### src/rtl/hdp_pkg.sv
// Constants and types for the dual-purpose host port and D-channel pin block
package hdp_pkg;
   // ==================================================================
   // Widths
   localparam int unsigned AD_W = 8;
   // ==================================================================
   // Register map of the small internal register set
   localparam logic [7:0] MCR_ADDR = 8'h00;
   localparam logic [7:0] ISR_ADDR = 8'h01;
   localparam logic [7:0] IMR_ADDR = 8'h02;
   localparam logic [7:0] DSTAT_ADDR = 8'h03;
   // ==================================================================
   // Field positions and reset values
   localparam int unsigned ALERT_SOURCE_BIT = 2;
   localparam logic [7:0] MCR_RESET = 8'h00;
   localparam logic [7:0] ISR_RESET = 8'h00;
   localparam logic [7:0] IMR_RESET = 8'h00;
   localparam logic [7:0] READ_ZERO = 8'h00;
   // ==================================================================
   // Line D-channel bit values and timing select default
   localparam logic LINE_MARK = 1'b1;
   localparam logic FLAG_FIRST_ZERO = 1'b0;
   localparam logic ADAPTIVE_DEFAULT = 1'b1;
   // ==================================================================
   // Types
   typedef enum logic {
      BUS_STROBE,
      BUS_SEPARATE
   } hdp_bus_mode_t;
   typedef enum logic [1:0] {
      DC_IDLE,
      DC_WAIT,
      DC_GRANT
   } hdp_dch_state_t;
endpackage : hdp_pkg

### src/rtl/hdp_pin_port.sv
// Host microport and controllerless D-channel control pin logic
`timescale 1ns/10ps
// Behaviour
// - Mode pin high gives host port; low turns pins into control inputs and status.
// - Data strobe low at address strobe rise picks strobe-style, else separate-strobe.
// - Strobe-style: read-not-write 1 means read, 0 means write.
// - Separate-strobe: rw pin is write strobe, data strobe is read, as is latch.
// - Strobe-style: data strobe high marks valid write data or read drive.
// - Strobe-style: address captured from the bus at address strobe fall.
// - Host accesses are served only while the select pin is low.
// - Alert shows unmasked HDLC interrupt until status register read clears it.
// - Alert source bit 0 selects HDLC interrupt, 1 selects fresh data flag.
// - Fresh data flag pulls the alert pin low while new line data waits.
// - NT controllerless: timing pin 0 fixed timing, 1 adaptive.
// - D-in-B1 high routes all eight D bits through B1 instead of two.
// - While D-in-B1 is active, marks are sent in the line D-channel.
// - Control source pin 0 takes control from C-channel, 1 from pins.
// - With C-channel control, control pins are ignored, status stays valid.
// - With NT mode pin low, request high sends opening flag at once if free, else waits.
// - Request low sends continuous ones on the line D-channel.
// - Grant asserts after access won and first flag zero sent.
// - Grant released mid-packet means access lost; source must regain first.
module hdp_pin_port
   import hdp_pkg::*;
(
   input wire logic i_clock,
   input wire logic i_reset_n,
   input wire logic i_mode_select,
   input wire logic i_nt_mode,
   input wire logic i_pin_rw_timing,
   input wire logic i_pin_data_strobe,
   input wire logic i_pin_addr_strobe,
   input wire logic i_pin_cs_dchan_request,
   input wire logic [AD_W-1:0] i_ad_in,
   output logic [AD_W-1:0] o_ad_out,
   output logic o_ad_oe,
   output logic o_pin13_out,
   output logic o_pin13_oe,
   input wire logic [AD_W-1:0] i_hdlc_event,
   input wire logic i_fresh_rx_data,
   input wire logic i_cchan_timing,
   input wire logic i_cchan_dchan_into_b1,
   input wire logic i_cchan_dchan_request,
   input wire logic i_dbit_tick,
   input wire logic i_dchan_free,
   input wire logic i_dchan_lost,
   input wire logic i_bp_dbit,
   output logic o_line_dbit,
   output logic o_b1_route8,
   output logic o_timing_adapt_select,
   output logic o_urgent_class_select,
   output logic o_control_source_select
);
   // ==================================================================
   // Pin synchronisers
   logic [13:0] pin_meta;
   logic [13:0] pin_sync;
   logic [13:0] pin_prev;
   logic [AD_W-1:0] ad_prev;

   // Two flops on every pin, then one more stage for edge detection
   always_ff @(posedge i_clock or negedge i_reset_n) begin
      if (!i_reset_n) begin
         pin_meta <= '0;
         pin_sync <= '0;
         pin_prev <= '0;
         ad_prev <= '0;
      end else begin
         // Each pin has its own bit; the bus byte sits below the strobes
         pin_meta <= {i_mode_select, i_nt_mode, i_pin_rw_timing, i_pin_data_strobe,
                      i_pin_addr_strobe, i_pin_cs_dchan_request, i_ad_in};
         pin_sync <= pin_meta;
         pin_prev <= pin_sync;
         ad_prev <= pin_sync[AD_W-1:0];
      end
   end

   logic cmode_s, nt_s, rw_s, ds_s, as_s, cs_s;
   logic rw_p, ds_p, as_p;
   logic [AD_W-1:0] ad_s;
   assign cmode_s = pin_sync[13];
   assign nt_s = pin_sync[12];
   assign rw_s = pin_sync[11];
   assign ds_s = pin_sync[10];
   assign as_s = pin_sync[9];
   assign cs_s = pin_sync[8];
   assign ad_s = pin_sync[AD_W-1:0];
   assign rw_p = pin_prev[11];
   assign ds_p = pin_prev[10];
   assign as_p = pin_prev[9];

   // ==================================================================
   // Register state
   hdp_bus_mode_t bus_mode, next_bus_mode;
   hdp_dch_state_t dstate, next_dstate;
   logic [AD_W-1:0] addr, next_addr;
   logic [AD_W-1:0] mcr, next_mcr;
   logic [AD_W-1:0] isr, next_isr;
   logic [AD_W-1:0] imr, next_imr;

   // Read decode, shared by the output path and the checks
   function automatic logic [AD_W-1:0] reg_read(input logic [AD_W-1:0] a,
                                                input logic [AD_W-1:0] m,
                                                input logic [AD_W-1:0] s,
                                                input logic [AD_W-1:0] k,
                                                input hdp_dch_state_t d);
      logic [AD_W-1:0] r;
      r = READ_ZERO;
      case (a)
         MCR_ADDR: r = m;
         ISR_ADDR: r = s;
         IMR_ADDR: r = k;
         DSTAT_ADDR: r = {6'h00, d};
         default: r = READ_ZERO;
      endcase
      return r;
   endfunction

   // ==================================================================
   // Host bus decode
   logic host, ctl_less, sel, as_rise, as_fall, ds_fall, ds_rise, rw_rise;
   logic wr_commit, rd_end, rd_active;

   always_comb begin
      host = cmode_s;
      ctl_less = ~cmode_s;
      sel = host & ~cs_s;
      as_rise = as_s & ~as_p;
      as_fall = ~as_s & as_p;
      ds_fall = ~ds_s & ds_p;
      ds_rise = ds_s & ~ds_p;
      rw_rise = rw_s & ~rw_p;
      if (bus_mode == BUS_STROBE) begin
         wr_commit = sel & ds_fall & ~rw_s;
         rd_end = sel & ds_fall & rw_s;
         rd_active = sel & ds_s & rw_s;
      end else begin
         wr_commit = sel & rw_rise;
         rd_end = sel & ds_rise;
         rd_active = sel & ~ds_s;
      end
   end

   // Bus mode choice, address latch and register writes
   always_comb begin
      next_bus_mode = bus_mode;
      next_addr = addr;
      next_mcr = mcr;
      next_imr = imr;
      next_isr = isr;
      if (host && as_rise) begin
         next_bus_mode = ds_s ? BUS_SEPARATE : BUS_STROBE;
      end
      if (host && as_fall) begin
         next_addr = ad_s;
      end
      if (wr_commit && addr == MCR_ADDR) begin
         next_mcr = ad_prev;
      end
      if (wr_commit && addr == IMR_ADDR) begin
         next_imr = ad_prev;
      end
      // Clear only what the host saw; a new event in the same cycle wins
      if (rd_end && addr == ISR_ADDR) begin
         next_isr = isr & ~o_ad_out;
      end
      next_isr = next_isr | i_hdlc_event;
   end

   always_ff @(posedge i_clock or negedge i_reset_n) begin
      if (!i_reset_n) begin
         bus_mode <= BUS_STROBE;
         addr <= '0;
         mcr <= MCR_RESET;
         isr <= ISR_RESET;
         imr <= IMR_RESET;
      end else begin
         bus_mode <= next_bus_mode;
         addr <= next_addr;
         mcr <= next_mcr;
         isr <= next_isr;
         imr <= next_imr;
      end
   end

   // ==================================================================
   // Controllerless control source and D-channel access
   logic pins_ctl, timing, dchan_into_b1, dchan_request;
   logic next_line_dbit, next_b1_route8, next_timing, next_urgent, next_ctl_src;
   logic next_pin13_oe, alert;
   logic [AD_W-1:0] next_ad_out;
   logic next_ad_oe;

   always_comb begin
      pins_ctl = ctl_less & as_s;
      timing = pins_ctl ? rw_s : i_cchan_timing;
      dchan_into_b1 = ctl_less & (pins_ctl ? ds_s : i_cchan_dchan_into_b1);
      dchan_request = ctl_less & ~nt_s & (pins_ctl ? cs_s : i_cchan_dchan_request);
      next_dstate = dstate;
      next_line_dbit = o_line_dbit;
      case (dstate)
         DC_IDLE: begin
            if (dchan_request && !dchan_into_b1) begin
               next_dstate = DC_WAIT;
            end
         end
         DC_WAIT: begin
            if (!dchan_request || dchan_into_b1) begin
               next_dstate = DC_IDLE;
            end else if (i_dbit_tick && i_dchan_free) begin
               next_dstate = DC_GRANT;
            end
         end
         DC_GRANT: begin
            if (!dchan_request || dchan_into_b1) begin
               next_dstate = DC_IDLE;
            end else if (i_dchan_lost) begin
               next_dstate = DC_WAIT;
            end
         end
         default: next_dstate = DC_IDLE;
      endcase
      if (i_dbit_tick) begin
         if (dchan_into_b1 || !dchan_request) begin
            next_line_dbit = LINE_MARK;
         end else if (dstate == DC_WAIT && i_dchan_free) begin
            next_line_dbit = FLAG_FIRST_ZERO;
         end else if (dstate == DC_GRANT && !i_dchan_lost) begin
            next_line_dbit = i_bp_dbit;
         end else begin
            next_line_dbit = LINE_MARK;
         end
      end
      next_b1_route8 = dchan_into_b1;
      next_timing = (ctl_less && nt_s) ? timing : ADAPTIVE_DEFAULT;
      next_urgent = ctl_less & ~nt_s & timing;
      next_ctl_src = pins_ctl;
      alert = mcr[ALERT_SOURCE_BIT] ? i_fresh_rx_data : |(isr & imr);
      next_pin13_oe = host ? alert : (next_dstate == DC_GRANT);
      next_ad_out = reg_read(addr, mcr, isr, imr, dstate);
      next_ad_oe = rd_active;
   end

   always_ff @(posedge i_clock or negedge i_reset_n) begin
      if (!i_reset_n) begin
         dstate <= DC_IDLE;
         o_line_dbit <= LINE_MARK;
         o_b1_route8 <= 1'b0;
         o_timing_adapt_select <= ADAPTIVE_DEFAULT;
         o_urgent_class_select <= 1'b0;
         o_control_source_select <= 1'b0;
         o_pin13_oe <= 1'b0;
         o_pin13_out <= 1'b0;
         o_ad_out <= '0;
         o_ad_oe <= 1'b0;
      end else begin
         dstate <= ctl_less ? next_dstate : DC_IDLE;
         o_line_dbit <= next_line_dbit;
         o_b1_route8 <= next_b1_route8;
         o_timing_adapt_select <= next_timing;
         o_urgent_class_select <= next_urgent;
         o_control_source_select <= next_ctl_src;
         o_pin13_oe <= next_pin13_oe;
         o_pin13_out <= 1'b0;
         o_ad_out <= next_ad_out;
         o_ad_oe <= next_ad_oe;
      end
   end
endmodule // hdp_pin_port

### config.mk
export PLATFORM = sky130hd
export DESIGN_NAME = hdp_pin_port
export DESIGN_NICKNAME = d
export VERILOG_FILES = /design/src/rtl/hdp_pkg.sv /design/src/rtl/hdp_pin_port.sv
export SDC_FILE = /design/constraint.sdc
export NUM_CORES = 1
export LEC_CHECK = 0
export BUFFER_PORTS_ARGS = -buffer_cell sky130_fd_sc_hd__buf_2
export CORE_MARGIN = 3
export CORE_UTILIZATION = 50
export DETAILED_ROUTE_END_ITERATION = 6
export PLACE_DENSITY = 0.74
export RECOVER_POWER = 100
export SLEW_MARGIN = 20
export SYNTH_ARGS = -nofsm -noshare
export SYNTH_HDL_FRONTEND = slang
export SYNTH_SLANG_ARGS = --single-unit
export TNS_END_PERCENT = 20
### constraint.sdc
create_clock -name i_clock -period 2.47 [get_ports i_clock]
set_clock_uncertainty 0.2 [all_clocks]
set_input_delay 0.494 -clock i_clock [delete_from_list [all_inputs] [get_ports i_clock]]
set_output_delay 0.494 -clock i_clock [all_outputs]
set_load 0.02 [all_outputs]
==> flow_metrics.env <==
export IMPL_grt_pass1_vias=1780
export IMPL_crit_slowest_cell="or4b_2"
export IMPL_antenna_left=0
export IMPL_leakage_nw=1.67
export IMPL_die_h_um=85.7
export IMPL_ioPinCount=48
export IMPL_clock_sinks=89
export IMPL_synth_ff_type="dfrtp_1"
export IMPL_worst_ep_arrival_time_ns=2.34
export IMPL_die_area_mm2=0.00735
export IMPL_cts_resized=0
export IMPL_synth_cell_types=36
export IMPL_drive_gt1_share_pct=30.9
export IMPL_row_count=28
export IMPL_syn_nets=246
export IMPL_syn_cell_area_mm2=0.00318
export IMPL_root_buffer="clkbuf_8"
export IMPL_worst_setup_path_end_kind="register"
export IMPL_status="finished clean"
export IMPL_dp_hpwl_um=3630
export IMPL_async_flop_share_pct=100
export IMPL_hold_violations=0
export IMPL_grt_max_degree=60
export IMPL_m1WireLength_um=2320
export IMPL_worst_hold_path_endpoint="pin_meta[1]$_DFF_PN0_"
export IMPL_r2r_worst_path_cells=4
export IMPL_ff_latch_area_mm2=0.00223
export IMPL_track_usage_pct=15.9
export IMPL_dr_wl_met3_um=294
export IMPL_top_layer="met4"
export IMPL_drt_iter0_markers=104
export IMPL_post_route_cell_area_mm2=0.00366
export IMPL_critPathTopFamily="simple AND/OR/NAND/NOR gates"
export IMPL_drv_cap=0
export IMPL_grt_pass1_wl_um=8850
export IMPL_routed_wl_um=5190
export IMPL_via_per_inst=5.25
export IMPL_worst_setup_path_type="register to register"
export IMPL_cts_htree_levels=3
export IMPL_die_x_um=85.7
export IMPL_timing_slew_headroom_pct=47.9
export IMPL_timing_fmax_mhz=434
export IMPL_diodes=0
export IMPL_overflow=0
export IMPL_route_detailed_drc=0
export IMPL_finalSetupTns_ns=0
export IMPL_max_stage_delay_ns=0.64
export IMPL_slew_viol_final=0
export IMPL_postCtsSetupRepairBufs=0
export IMPL_cp_required_ns=2.50
export IMPL_yosysSeqAreaShare_pct=70.1
export IMPL_initial_core_util_pct=52.8
export IMPL_r2r_slack_ns=0.16
export IMPL_peakVddDrop_mv=0.413
export IMPL_core_area_mm2=0.00603
export IMPL_dr_pass1_iters=5
export IMPL_yosysWarnings=0
export IMPL_fillers=497
export IMPL_hp_class="input pin to register"
export IMPL_numCtsBuffers=9
export IMPL_setup_viol=0
export IMPL_rsz0062_at_grt="false"
export IMPL_whs_path_depth=1
export IMPL_finalCritPeriodShare_pct=93.4
export IMPL_netlist_instances=214
export IMPL_num_nets_final=303
export IMPL_hold_start="i_ad_in[1]"
export IMPL_postSynthAreaPerCell_um2=14.9
export IMPL_antenna_found_initial=0
export IMPL_cp_cell_sequence="or4b_2 -> o21ai_0 -> and3_1 -> mux2_2"
export IMPL_io_buffers=46
export IMPL_synth_edf_count=0
export IMPL_ys_ff_latch=89
export IMPL_gp_congestion=0.755
export IMPL_met2_length_um=2470
export IMPL_place_area_mm2=0.00353
export IMPL_clk_pin_slew_ns=0.08
export IMPL_areaGrowthSynthToFinish_pct=15.2
export IMPL_power_density_mw_per_mm2=740
export IMPL_via_count=1836
export IMPL_tightestPinTransition_ns=0.782
export IMPL_layout_min_cycle_time_ns=2.31
export IMPL_timing_rr_end="imr[6]$_DFFE_PN0P_"
export IMPL_reg2reg_from="pin_sync[11]$_DFF_PN0_"
export IMPL_crit_fanout=8
export IMPL_multi_input_area_um2=908
export IMPL_cp_num_buf_inv=0
export IMPL_worstSetupStartpointType="register"
export IMPL_insertion_delay_ns=0.35
export IMPL_cts_path_max_buffers=2
export IMPL_detail_route_wl_per_cell_um=14.8
export IMPL_cts_tree="built"
==> cells in the final DEF, fill, tap and decap left out, types with 6 or more instances in the layout <==
cell type,n
nand3_1,9
buf_2,30
a21o_1,8
a21oi_1,11
clkbuf_8,10
nor2b_1,6
clkbuf_1,17
mux2i_1,9
nor2_1,16
dfrtp_1,87
mux2_2,25
==> worst max path at each step <==
stage / slack [ns] / startpoint / cells past startpoint / end
after floorplan: 0.16 / addr[5]$_DFFE_PN0P_ / 5 / imr[0]$_DFFE_PN0P_
after global placement: 0.20 / pin_sync[11]$_DFF_PN0_ / 4 / imr[4]$_DFFE_PN0P_
after detailed placement: 0.15 / pin_sync[11]$_DFF_PN0_ / 4 / imr[4]$_DFFE_PN0P_
after CTS: 0.14 / pin_sync[11]$_DFF_PN0_ / 4 / imr[4]$_DFFE_PN0P_
after global routing: 0.04 / i_reset_n / 3 / pin_prev[11]$_DFF_PN0_
final: 0.16 / pin_sync[11]$_DFF_PN0_ / 4 / imr[6]$_DFFE_PN0P_
==> flip-flops by register name, summed over array words and instances (netlist names), 4 cells and up <==
register,count
pin_meta,14
isr,8
o_ad_out,8
addr,8
imr,8
ad_prev,7
pin_prev,4
mcr,8
pin_sync,14
==> cell usage after synthesis (2+ instances only) <==
| master | instances | share of area [%] |
|---|---|---|
| nand2_1 | 4 | 0.47 |
| a21oi_1 | 11 | 1.7 |
| dfrtp_1 | 87 | 68 |
| mux2i_1 | 9 | 2.8 |
| dfstp_2 | 2 | 1.7 |
| nand2b_1 | 4 | 0.79 |
| a21o_1 | 8 | 1.9 |
| nor2b_1 | 6 | 1.2 |
| mux2_2 | 25 | 8.9 |
| mux4_2 | 2 | 1.4 |
| clkbuf_1 | 4 | 0.47 |
| nand3_1 | 9 | 1.4 |
| nand3b_1 | 4 | 0.94 |
| nor2_1 | 16 | 1.9 |
| a31oi_1 | 2 | 0.39 |
==> layer usage <==
| layer | GRT usage [%] | vias to the layer above |
|---|---|---|
| met4 | 7.77 | 0 |
| met3 | 4.42 | 7 |
| li1 | - | 856 |
| met2 | 23.0 | 49 |
| met1 | 22.3 | 924 |
| met5 | 0 | - |
==> power by group <==
group / switching (W) / internal [W] / total (W) / leakage [nW]
registers: 0.0000607 / 0.00154 / 0.00160 / 1.08
clock network: 0.000474 / 0.000385 / 0.000859 / 0.0883
logic: 0.000128 / 0.000126 / 0.000254 / 0.499
total: 0.000663 / 0.00205 / 0.00271 / 1.67
==> final cells by class <==
type	count	share of cell area [%]
sequential	89	60.9
tap	75	2.56
clock inverter	5	0.854
timing repair buffer	53	7.07
clock buffer	10	3.76
multi-input combinational	117	24.8
inverter	1	0.102
==> kinds of logic after synthesis <==
logic type,Yosys count,share of synthesized area [%]
compound gates,27,5.55
buf+inv,8,1.30
flops,89,70.1
mux,36,13.1
other cells,1,0.118
simple gates,53,9.80
==> metrics by stage <==
step	total power, W	hold WS (ns)	cells	util [%]	setup WS, ns
global route	0.00285	0.0225	350	60.8	0.0413
CTS	0.00276	0.0255	350	61.5	0.141
global placement	0.00188	0.131	334	58.5	0.201
detailed placement	0.00189	0.135	334	58.5	0.150
finish	0.00271	0.0447	350	60.8	0.164
floorplan	0.00178	-0.00159	214	-	0.163
==> what timing repair did <==
item | in CTS | in global routing
endpoints found under the setup margin | 0 | 0
hold buffers | 1 | 0
hold endpoints to repair | 28 | 0
Power figures use the tool's default switching activity.
